--- config.mk ---
export PLATFORM = sky130hd
export DESIGN_NAME = msx_exec
export DESIGN_NICKNAME = d
export VERILOG_FILES = /design/src/msx_pkg.sv /design/src/msx_exec.sv /design/src/msx_alu.sv
export VERILOG_INCLUDE_DIRS = /design/src /design/src/src
export SDC_FILE = /design/constraint.sdc
export NUM_CORES = 2
export LEC_CHECK = 0
export BUFFER_PORTS_ARGS = -buffer_cell sky130_fd_sc_hd__buf_2
export CORE_MARGIN = 1.5
export CORE_UTILIZATION = 45
export DETAILED_ROUTE_END_ITERATION = 12
export PLACE_DENSITY_LB_ADDON = 0.3
export SLEW_MARGIN = 20
export SYNTH_ARGS = -nofsm -noshare
export SYNTH_HDL_FRONTEND = slang
export SYNTH_SLANG_ARGS = --single-unit
--- constraint.sdc ---
create_clock -name core_clk -period 12.8 [get_ports core_clk]
set_input_delay 2.56 -clock core_clk [delete_from_list [all_inputs] [get_ports core_clk]]
set_output_delay 2.56 -clock core_clk [all_outputs]
set_load 0.03 [all_outputs]
--- src/msx_map.svh ---
// Purpose: Register offsets, field positions and reset values of the subtract/special-page/halt slice
// Assumes: Byte addresses on a 32-bit Avalon-MM slave, one aligned word per register
// Notes:   Definitions only
`ifndef MSX_MAP_SVH
`define MSX_MAP_SVH

`define MSX_OFS_CMD        10'h000
`define MSX_OFS_ACC        10'h004
`define MSX_OFS_STATUS     10'h008
`define MSX_OFS_WDT        10'h00c
`define MSX_OFS_REGF_BASE  10'h100
`define MSX_OFS_SPAGE_BASE 10'h200

`define MSX_ST_CARRY       0
`define MSX_ST_HALF        1
`define MSX_ST_ZERO        2
`define MSX_ST_PD_N        3
`define MSX_ST_TO_N        4
`define MSX_ST_HALT        5
`define MSX_WDT_PRE_LSB    16

`define MSX_RST_ACC        8'h00
`define MSX_RST_DATA       8'h00
`define MSX_RST_FLAG       1'b0
`define MSX_RST_FLAG_N     1'b1
`define MSX_HALT_TO_N      1'b1
`define MSX_HALT_PD_N      1'b0
`define MSX_BORROW_CIN     1'b1
`define MSX_NIB_LO_MSB     3
`define MSX_NIB_HI_LSB     4

`endif

--- src/msx_pkg.sv ---
// Purpose: Types shared by the execution slice and its arithmetic unit
// Assumes: 8-bit data path
// Notes:   Command word layout is carried by msx_cmd_s
package msx_pkg;

    typedef enum logic [2:0] {
        sub_borrow_reg_op     = 3'h0,
        sub_borrow_imm_op     = 3'h1,
        sub_reg_op            = 3'h2,
        sub_imm_op            = 3'h3,
        special_page_store_op = 3'h4,
        special_page_load_op  = 3'h5,
        halt_op               = 3'h6,
        nibble_swap_op        = 3'h7
    } msx_op_e;

    typedef struct packed {
        logic [7:0] operand;
        logic [3:0] spare;
        logic       dest;
        msx_op_e    op;
    } msx_cmd_s;

    typedef struct packed {
        logic [7:0] value;
        logic       zero;
        logic       half_carry;
        logic       carry;
    } msx_alu_s;

endpackage

--- src/msx_exec.sv ---
// Purpose: Execution slice for subtract, special-page moves, halt and nibble swap, behind Avalon-MM
// Assumes: One clock core_clk at 100 MHz, synchronous active-low reset
// Notes:   A command word written to the command register with byte lanes 0 and 1 executes at the write's accepting edge, unless halted
// Notes on behaviour
// - Register borrow-subtract adds register, inverted accumulator and carry, index 0..63, one cycle.
// - Destination bit 0 writes accumulator, bit 1 writes back the addressed register.
// - Immediate borrow-subtract adds immediate, inverted accumulator and carry into accumulator.
// - Register subtract forms register minus accumulator, updates zero, half and carry flags.
// - Immediate subtract forms immediate minus accumulator, always into accumulator, updates flags.
// - Special-page store copies accumulator into page register 0..15, flags unchanged.
// - Special-page load copies page register 0..15 into accumulator, flags unchanged.
// - Halt clears watchdog counter and its prescaler to zero.
// - Halt sets timeout flag, clears power-down flag and enters halt mode, all at the same edge.
// - Nibble swap exchanges register halves, routed by destination bit.
`timescale 1ns/10ps
`include "msx_map.svh"
module msx_exec
    import msx_pkg::*;
#(
    parameter int REG_DEPTH   = 64,
    parameter int SPAGE_DEPTH = 16,
    parameter int WDT_W       = 8,
    parameter int PRE_W       = 8
) (
    input  wire logic        core_clk,
    input  wire logic        reset_n,
    input  wire logic [9:0]  avs_address,
    input  wire logic        avs_read,
    input  wire logic        avs_write,
    input  wire logic [31:0] avs_writedata,
    input  wire logic [3:0]  avs_byteenable,
    output logic [31:0]      avs_readdata,
    output logic             avs_waitrequest,
    input  wire logic        wake_req,
    output logic             halt_mode
);
    localparam int RI_W = $clog2(REG_DEPTH);
    localparam int SI_W = $clog2(SPAGE_DEPTH);

    // Indices are plain bit slices of the operand, so depths must be powers of two
    if (REG_DEPTH < 2 || REG_DEPTH > 64 || SPAGE_DEPTH < 2 || SPAGE_DEPTH > 16 ||
        (REG_DEPTH & (REG_DEPTH - 1)) != 0 || (SPAGE_DEPTH & (SPAGE_DEPTH - 1)) != 0 ||
        WDT_W < 1 || WDT_W > 16 || PRE_W < 1 || PRE_W > 16) begin : g_bad_param
        $error("msx_exec: unsupported parameter value");
    end

    logic [7:0]       regfile_r [REG_DEPTH];
    logic [7:0]       spage_r   [SPAGE_DEPTH];
    logic [7:0]       acc_r;
    logic             carry_r;
    logic             half_r;
    logic             zero_r;
    logic             timeout_n_r;
    logic             powerdown_n_r;
    logic             halt_r;
    logic [WDT_W-1:0] wdt_r;
    logic [PRE_W-1:0] pre_r;
    logic             ack_r;
    logic [31:0]      rdata_r;
    logic             req;
    logic             wr_fire;
    logic             cmd_fire;
    msx_cmd_s         cmd;
    msx_alu_s         alu_res;
    logic [RI_W-1:0]  ridx;
    logic [SI_W-1:0]  sidx;
    logic [7:0]       operand_a;
    logic             reg_form;
    logic             arith;

    // Word index into a window, or all ones when outside it
    function automatic logic [6:0] win_idx(input logic [9:0] addr, input logic [9:0] base, input int depth);
        logic [9:0] off;
        off = addr - base;
        win_idx = 7'h7f;
        if (addr >= base && off[9:2] < 8'(depth) && off[1:0] == 2'b00) begin
            win_idx = off[8:2];
        end
    endfunction

    // One wait cycle per access: read data is fetched on the first edge, presented on the second
    assign req             = avs_read | avs_write;
    assign avs_waitrequest = req & ~ack_r;
    assign avs_readdata    = rdata_r;
    assign wr_fire         = avs_write & ack_r;
    assign cmd             = msx_cmd_s'(avs_writedata[15:0]);
    assign cmd_fire        = wr_fire && avs_address == `MSX_OFS_CMD && avs_byteenable[1:0] == 2'b11 && !halt_r;
    assign ridx            = cmd.operand[RI_W-1:0];
    assign sidx            = cmd.operand[SI_W-1:0];
    assign reg_form        = cmd.op == sub_borrow_reg_op || cmd.op == sub_reg_op || cmd.op == nibble_swap_op;
    assign arith           = cmd.op inside {sub_borrow_reg_op, sub_borrow_imm_op, sub_reg_op, sub_imm_op};
    assign operand_a       = reg_form ? regfile_r[ridx] : cmd.operand;
    assign halt_mode       = halt_r;

    msx_alu u_alu (
        .operand     (operand_a),
        .accumulator (acc_r),
        .carry_flag  (carry_r),
        .op          (cmd.op),
        .res         (alu_res)
    );

    always_ff @(posedge core_clk) begin
        if (!reset_n) begin
            ack_r <= 1'b0;
        end else begin
            ack_r <= req & ~ack_r;
        end
    end

    always_ff @(posedge core_clk) begin
        if (!reset_n) begin
            rdata_r <= 32'h0000_0000;
        end else if (avs_read && !ack_r) begin
            rdata_r <= 32'h0000_0000;
            if (avs_address == `MSX_OFS_ACC) begin
                rdata_r[7:0] <= acc_r;
            end else if (avs_address == `MSX_OFS_STATUS) begin
                rdata_r[`MSX_ST_CARRY] <= carry_r;
                rdata_r[`MSX_ST_HALF]  <= half_r;
                rdata_r[`MSX_ST_ZERO]  <= zero_r;
                rdata_r[`MSX_ST_PD_N]  <= powerdown_n_r;
                rdata_r[`MSX_ST_TO_N]  <= timeout_n_r;
                rdata_r[`MSX_ST_HALT]  <= halt_r;
            end else if (avs_address == `MSX_OFS_WDT) begin
                rdata_r[WDT_W-1:0] <= wdt_r;
                rdata_r[`MSX_WDT_PRE_LSB +: PRE_W] <= pre_r;
            end else if (win_idx(avs_address, `MSX_OFS_REGF_BASE, REG_DEPTH) != 7'h7f) begin
                rdata_r[7:0] <= regfile_r[RI_W'(win_idx(avs_address, `MSX_OFS_REGF_BASE, REG_DEPTH))];
            end else if (win_idx(avs_address, `MSX_OFS_SPAGE_BASE, SPAGE_DEPTH) != 7'h7f) begin
                rdata_r[7:0] <= spage_r[SI_W'(win_idx(avs_address, `MSX_OFS_SPAGE_BASE, SPAGE_DEPTH))];
            end
        end
    end

    always_ff @(posedge core_clk) begin
        if (!reset_n) begin
            acc_r <= `MSX_RST_ACC;
        end else if (cmd_fire) begin
            if ((arith || cmd.op == nibble_swap_op) && !(reg_form && cmd.dest)) begin
                acc_r <= alu_res.value;
            end else if (cmd.op == special_page_load_op) begin
                acc_r <= spage_r[sidx];
            end
        end else if (wr_fire && avs_address == `MSX_OFS_ACC && avs_byteenable[0]) begin
            acc_r <= avs_writedata[7:0];
        end
    end

    always_ff @(posedge core_clk) begin
        if (!reset_n) begin
            for (int i = 0; i < REG_DEPTH; i++) begin
                regfile_r[i] <= `MSX_RST_DATA;
            end
        end else if (cmd_fire && reg_form && cmd.dest) begin
            regfile_r[ridx] <= alu_res.value;
        end else if (wr_fire && avs_byteenable[0] && win_idx(avs_address, `MSX_OFS_REGF_BASE, REG_DEPTH) != 7'h7f) begin
            regfile_r[RI_W'(win_idx(avs_address, `MSX_OFS_REGF_BASE, REG_DEPTH))] <= avs_writedata[7:0];
        end
    end

    always_ff @(posedge core_clk) begin
        if (!reset_n) begin
            for (int i = 0; i < SPAGE_DEPTH; i++) begin
                spage_r[i] <= `MSX_RST_DATA;
            end
        end else if (cmd_fire && cmd.op == special_page_store_op) begin
            spage_r[sidx] <= acc_r;
        end else if (wr_fire && avs_byteenable[0] && win_idx(avs_address, `MSX_OFS_SPAGE_BASE, SPAGE_DEPTH) != 7'h7f) begin
            spage_r[SI_W'(win_idx(avs_address, `MSX_OFS_SPAGE_BASE, SPAGE_DEPTH))] <= avs_writedata[7:0];
        end
    end

    // Arithmetic flags: page moves and swap leave them alone
    always_ff @(posedge core_clk) begin
        if (!reset_n) begin
            carry_r <= `MSX_RST_FLAG;
            half_r  <= `MSX_RST_FLAG;
            zero_r  <= `MSX_RST_FLAG;
        end else if (cmd_fire && arith) begin
            carry_r <= alu_res.carry;
            half_r  <= alu_res.half_carry;
            zero_r  <= alu_res.zero;
        end else if (wr_fire && avs_address == `MSX_OFS_STATUS && avs_byteenable[0]) begin
            carry_r <= avs_writedata[`MSX_ST_CARRY];
            half_r  <= avs_writedata[`MSX_ST_HALF];
            zero_r  <= avs_writedata[`MSX_ST_ZERO];
        end
    end

    always_ff @(posedge core_clk) begin
        if (!reset_n) begin
            timeout_n_r   <= `MSX_RST_FLAG_N;
            powerdown_n_r <= `MSX_RST_FLAG_N;
        end else if (cmd_fire && cmd.op == halt_op) begin
            timeout_n_r   <= `MSX_HALT_TO_N;
            powerdown_n_r <= `MSX_HALT_PD_N;
        end else if (wr_fire && avs_address == `MSX_OFS_STATUS && avs_byteenable[0]) begin
            timeout_n_r   <= avs_writedata[`MSX_ST_TO_N];
            powerdown_n_r <= avs_writedata[`MSX_ST_PD_N];
        end
    end

    // Halt wins over a wake in the same cycle so the halt is never lost
    always_ff @(posedge core_clk) begin
        if (!reset_n) begin
            halt_r <= 1'b0;
        end else if (cmd_fire && cmd.op == halt_op) begin
            halt_r <= 1'b1;
        end else if (wake_req) begin
            halt_r <= 1'b0;
        end
    end

    // Stand-in timebase; it stops while halted and only the clear matters here
    always_ff @(posedge core_clk) begin
        if (!reset_n) begin
            wdt_r <= '0;
            pre_r <= '0;
        end else if (cmd_fire && cmd.op == halt_op) begin
            wdt_r <= '0;
            pre_r <= '0;
        end else if (!halt_r) begin
            pre_r <= pre_r + PRE_W'(1);
            if (&pre_r) begin
                wdt_r <= wdt_r + WDT_W'(1);
            end
        end
    end
endmodule

--- src/msx_alu.sv ---
// Purpose: Combinational adder for the subtract forms and the nibble swap
// Assumes: Subtraction done as operand plus inverted accumulator plus carry-in
// Notes:   Flags are only meaningful for the four subtract forms
`timescale 1ns/10ps
`include "msx_map.svh"
module msx_alu
    import msx_pkg::*;
(
    input  wire logic [7:0] operand,
    input  wire logic [7:0] accumulator,
    input  wire logic       carry_flag,
    input  wire msx_op_e    op,
    output msx_alu_s        res
);
    logic       cin;
    logic [4:0] low_sum;
    logic [8:0] full_sum;

    always_comb begin
        // Borrow-using forms feed the carry flag, plain subtract adds one
        cin = ((op == sub_borrow_reg_op) || (op == sub_borrow_imm_op)) ? carry_flag : `MSX_BORROW_CIN;
        low_sum  = {1'b0, operand[3:0]} + {1'b0, ~accumulator[3:0]} + {4'h0, cin};
        full_sum = {1'b0, operand} + {1'b0, ~accumulator} + {8'h00, cin};
        res.value      = full_sum[7:0];
        res.carry      = full_sum[8];
        res.half_carry = low_sum[4];
        res.zero       = (full_sum[7:0] == 8'h00);
        if (op == nibble_swap_op) begin
            res.value = {operand[`MSX_NIB_LO_MSB:0], operand[7:`MSX_NIB_HI_LSB]};
        end
    end
endmodule

==> results_dict.tcl <==
set metrics [dict create \
    layout.nets 3302 \
    post_cts_buffers 0 \
    swShare 0.272 \
    rows 106 \
    setup_tns_ns 0 \
    yosys.area.top_type "edfxtp_1" \
    fp.dieArea_um2 85900 \
    synth_area_per_cell_um2 11.4 \
    final_cells 4382 \
    crit_start "avs_writedata[8]" \
    critPathMaxFanout 53 \
    rsz0062_at_grt "no" \
    cp-start-kind "primary input" \
    fmax_mhz 116 \
    wirelength_mm 142 \
    ant_nets 0 \
    die_width_um 293 \
    drive_above_1_share 0.159 \
    cts_buffers 75 \
    hold_path_class "reg2reg" \
    clock_power_share 0.403 \
    synth.top_cells.by_count "nor2_1, edfxtp_1, nand2_1" \
    stdcell_area_um2 41300 \
    setup_viol_count_final 0 \
    min_path_cells 2 \
    final_hold_viol_count 0 \
    ctsHoldBuffers 0 \
    grt_max_degree 123 \
    syn-cell-area_um2 37900 \
    clk-insertion-delay-late_ns 0.64 \
    yosysUniqueCellTypes 96 \
    drcViolationCount 0 \
    ys_seq_area_frac 0.532 \
    post-route-util 0.495 \
    die_h_um 293 \
    via_count 30202 \
    drtIter0Drc 5218 \
    rrSetupSlack_ns 7.07 \
    finalCritPeriodShare 0.674 \
    yosysWarnings 0 \
    tritoncts "done" \
    fin_skew_ns 0.0263 \
    seq_area_um2 20200 \
    first_pass_iters 11 \
    area_growth_pct 9.13 \
    synth-edff-count 640 \
    r2r-start "regfile_r[39][0]$_SDFFCE_PN0P_" \
    cp_data_arrival_time_ns 8.98 \
    power.leakage_nw 14.4 \
    clock-sinks 687 \
    drv_cap 0 \
    worstHoldEndpoint "avs_readdata[20]$_SDFFE_PN0P_" \
    synth_ff_type "edfxtp_1" \
    wl_per_cell_um 32.3 \
    synth.most_common_cell "nor2_1" \
    finalCriticalPeriod_ns 8.63 \
    start_util 0.454 \
    power.density_nw_per_um2 133 \
    peakVddDrop_mv 0.0779 \
    setup.worst_path.end_class "register" \
    max-slew-margin-rel 0.174 \
    internal_power_mw 4.00 \
    ys_ff_latch 687 \
    async_flop_share 0 \
    h-tree-depth 3 \
    worst_pin_slew_ns 1.23 \
    p_comb_frac 0.131 \
    cts.reportedPaths.clkPinSlew_ns 0.06 \
    antenna_found_initial 10 \
    viasPerCell 6.89 \
    port_buffers 50 \
    netlist.area_leader.share 0.507 \
    place_hpwl_mm 91.6 \
    grt_pass1_wl_mm 203 \
    cts_buffer_depth 3 \
    grt_pass1_vias 28387 \
    grt-ovfl-total 0 \
    power_frac_seq 0.466 \
    multi_input_area_um2 16400 \
    slew_violations 0 \
    synthTopCellsByArea "edfxtp_1, mux4_2, nor2_1" \
    netlist_instances 3319 \
    grt_usage 0.326 \
    critPathKind "in2reg" \
    placed_cells 4242 \
    placed_area_um2 38900 \
    timing.rr.end "regfile_r[33][4]$_SDFFCE_PN0P_" \
    io_pins 85 \
    gp_congestion 1.01 \
    hp-start "avs_readdata[20]$_SDFFE_PN0P_" \
    crit_required_ns 13.15 \
    core_area_um2 83400 \
    switchingPower_mw 1.50 \
    place_ws_ns 3.72 \
    cts_resized 0 \
    status "complete, no violations" \
    num-fill-cells 7374 \
    root_buffer "clkbuf_16" \
    reg2regPathDepth 17 \
    final.setup.worst_slack_ns 4.17 \
]
-- power by group through the flow --
stage	clock (mW)	sequential (mW)	combinational [mW]
6_report	2.22	2.56	0.722
3_5_place_dp	0	2.61	0.687
5_1_grt	2.29	2.57	0.735
2_1_floorplan	0	2.59	0.458
4_1_cts	2.21	2.56	0.690
3_3_place_gp	0	2.60	0.685
-- layout by cell type (no fill, tap or decap), types with 21 or more instances in the layout --
| master | count |
|---|---|
| nand2b_1 | 21 |
| mux2i_1 | 138 |
| buf_2 | 44 |
| nor2_1 | 743 |
| a211oi_1 | 36 |
| edfxtp_1 | 640 |
| dfxtp_1 | 47 |
| o21ai_0 | 96 |
| nand2_1 | 334 |
| mux4_2 | 193 |
| o221ai_1 | 31 |
| mux2_2 | 52 |
| nor3_1 | 45 |
| inv_1 | 21 |
| o22ai_1 | 25 |
| a21oi_1 | 93 |
| clkbuf_16 | 77 |
| a31oi_1 | 37 |
| nand3_1 | 57 |
| o211ai_1 | 42 |
| nor2b_1 | 24 |
| a22oi_1 | 23 |
| buf_4 | 69 |
-- worst max-delay path by stage --
stage                                                end  slack (ns)  cells after the start
after detailed placement  regfile_r[32][2]$_SDFFCE_PN0P_        3.72                     15
after global routing      regfile_r[47][4]$_SDFFCE_PN0P_        3.88                     18
after floorplan                      zero_r$_SDFFE_PN0P_        5.52                     19
after global placement    regfile_r[55][4]$_SDFFCE_PN0P_        3.78                     17
final                     regfile_r[33][4]$_SDFFCE_PN0P_        4.17                     18
after CTS                 regfile_r[33][4]$_SDFFCE_PN0P_        4.36                     17
-- state kept, by name (all words and copies together), names as in the netlist, 8 cells and up --
| register | count |
|---|---|
| acc_r | 8 |
| avs_readdata | 16 |
| pre_r | 8 |
| regfile_r | 512 |
| spage_r | 128 |
| wdt_r | 8 |
-- final cells by class --
type | count | share of cell area
diodes | 2 | 0.000121
well taps | 1080 | 0.0327
clock inverters | 40 | 0.00984
multi-input cells | 2332 | 0.398
flip-flops and latches | 687 | 0.488
inverters | 25 | 0.00227
repair buffers | 119 | 0.0203
clock buffers | 97 | 0.0490
-- routing by layer --
layer  up-vias  global-route usage  routed length [um]
met1     14845               0.438               51700
li1      12340                   -                   -
met5         -                   0                 167
met4        18               0.161                7980
met3       506               0.105               21100
met2      2493               0.477               60600
-- worst max-delay path: stages --
cell and delay, ns:
buf_8 0.52, buf_4 0.73, mux4_2 0.59, mux2i_1 0.35, a22oi_1 0.12, o211ai_1 0.27
o21ai_0 0.24, mux2_2 0.34, fa_1 0.44, fa_1 0.45, a21oi_1 0.30, o21bai_1 0.16
xor2_1 0.21, nand2_1 0.10, nand2_1 0.09, o22ai_4 0.56, buf_4 0.69, nor2_1 0.10
-- metrics by stage --
step	hold WS, ns	power (mW)
3_5_place_dp	0.442	3.29
5_1_grt	0.462	5.59
6_report	0.448	5.50
4_1_cts	0.449	5.46
2_1_floorplan	0.436	3.05
3_3_place_gp	0.436	3.29
-- cells by family after synthesis --
family | Yosys count | synth area share
and+or+nand+nor | 1334 | 0.148
DFF | 687 | 0.532
AOI/OAI and AO/OA | 569 | 0.107
muxes | 384 | 0.167
buffers and inverters | 315 | 0.0378
xor gates and xnor gates | 18 | 0.00416
adders and majority gates | 11 | 0.00403
other | 1 | 0.0000990
(Power assumes the default switching activity.)
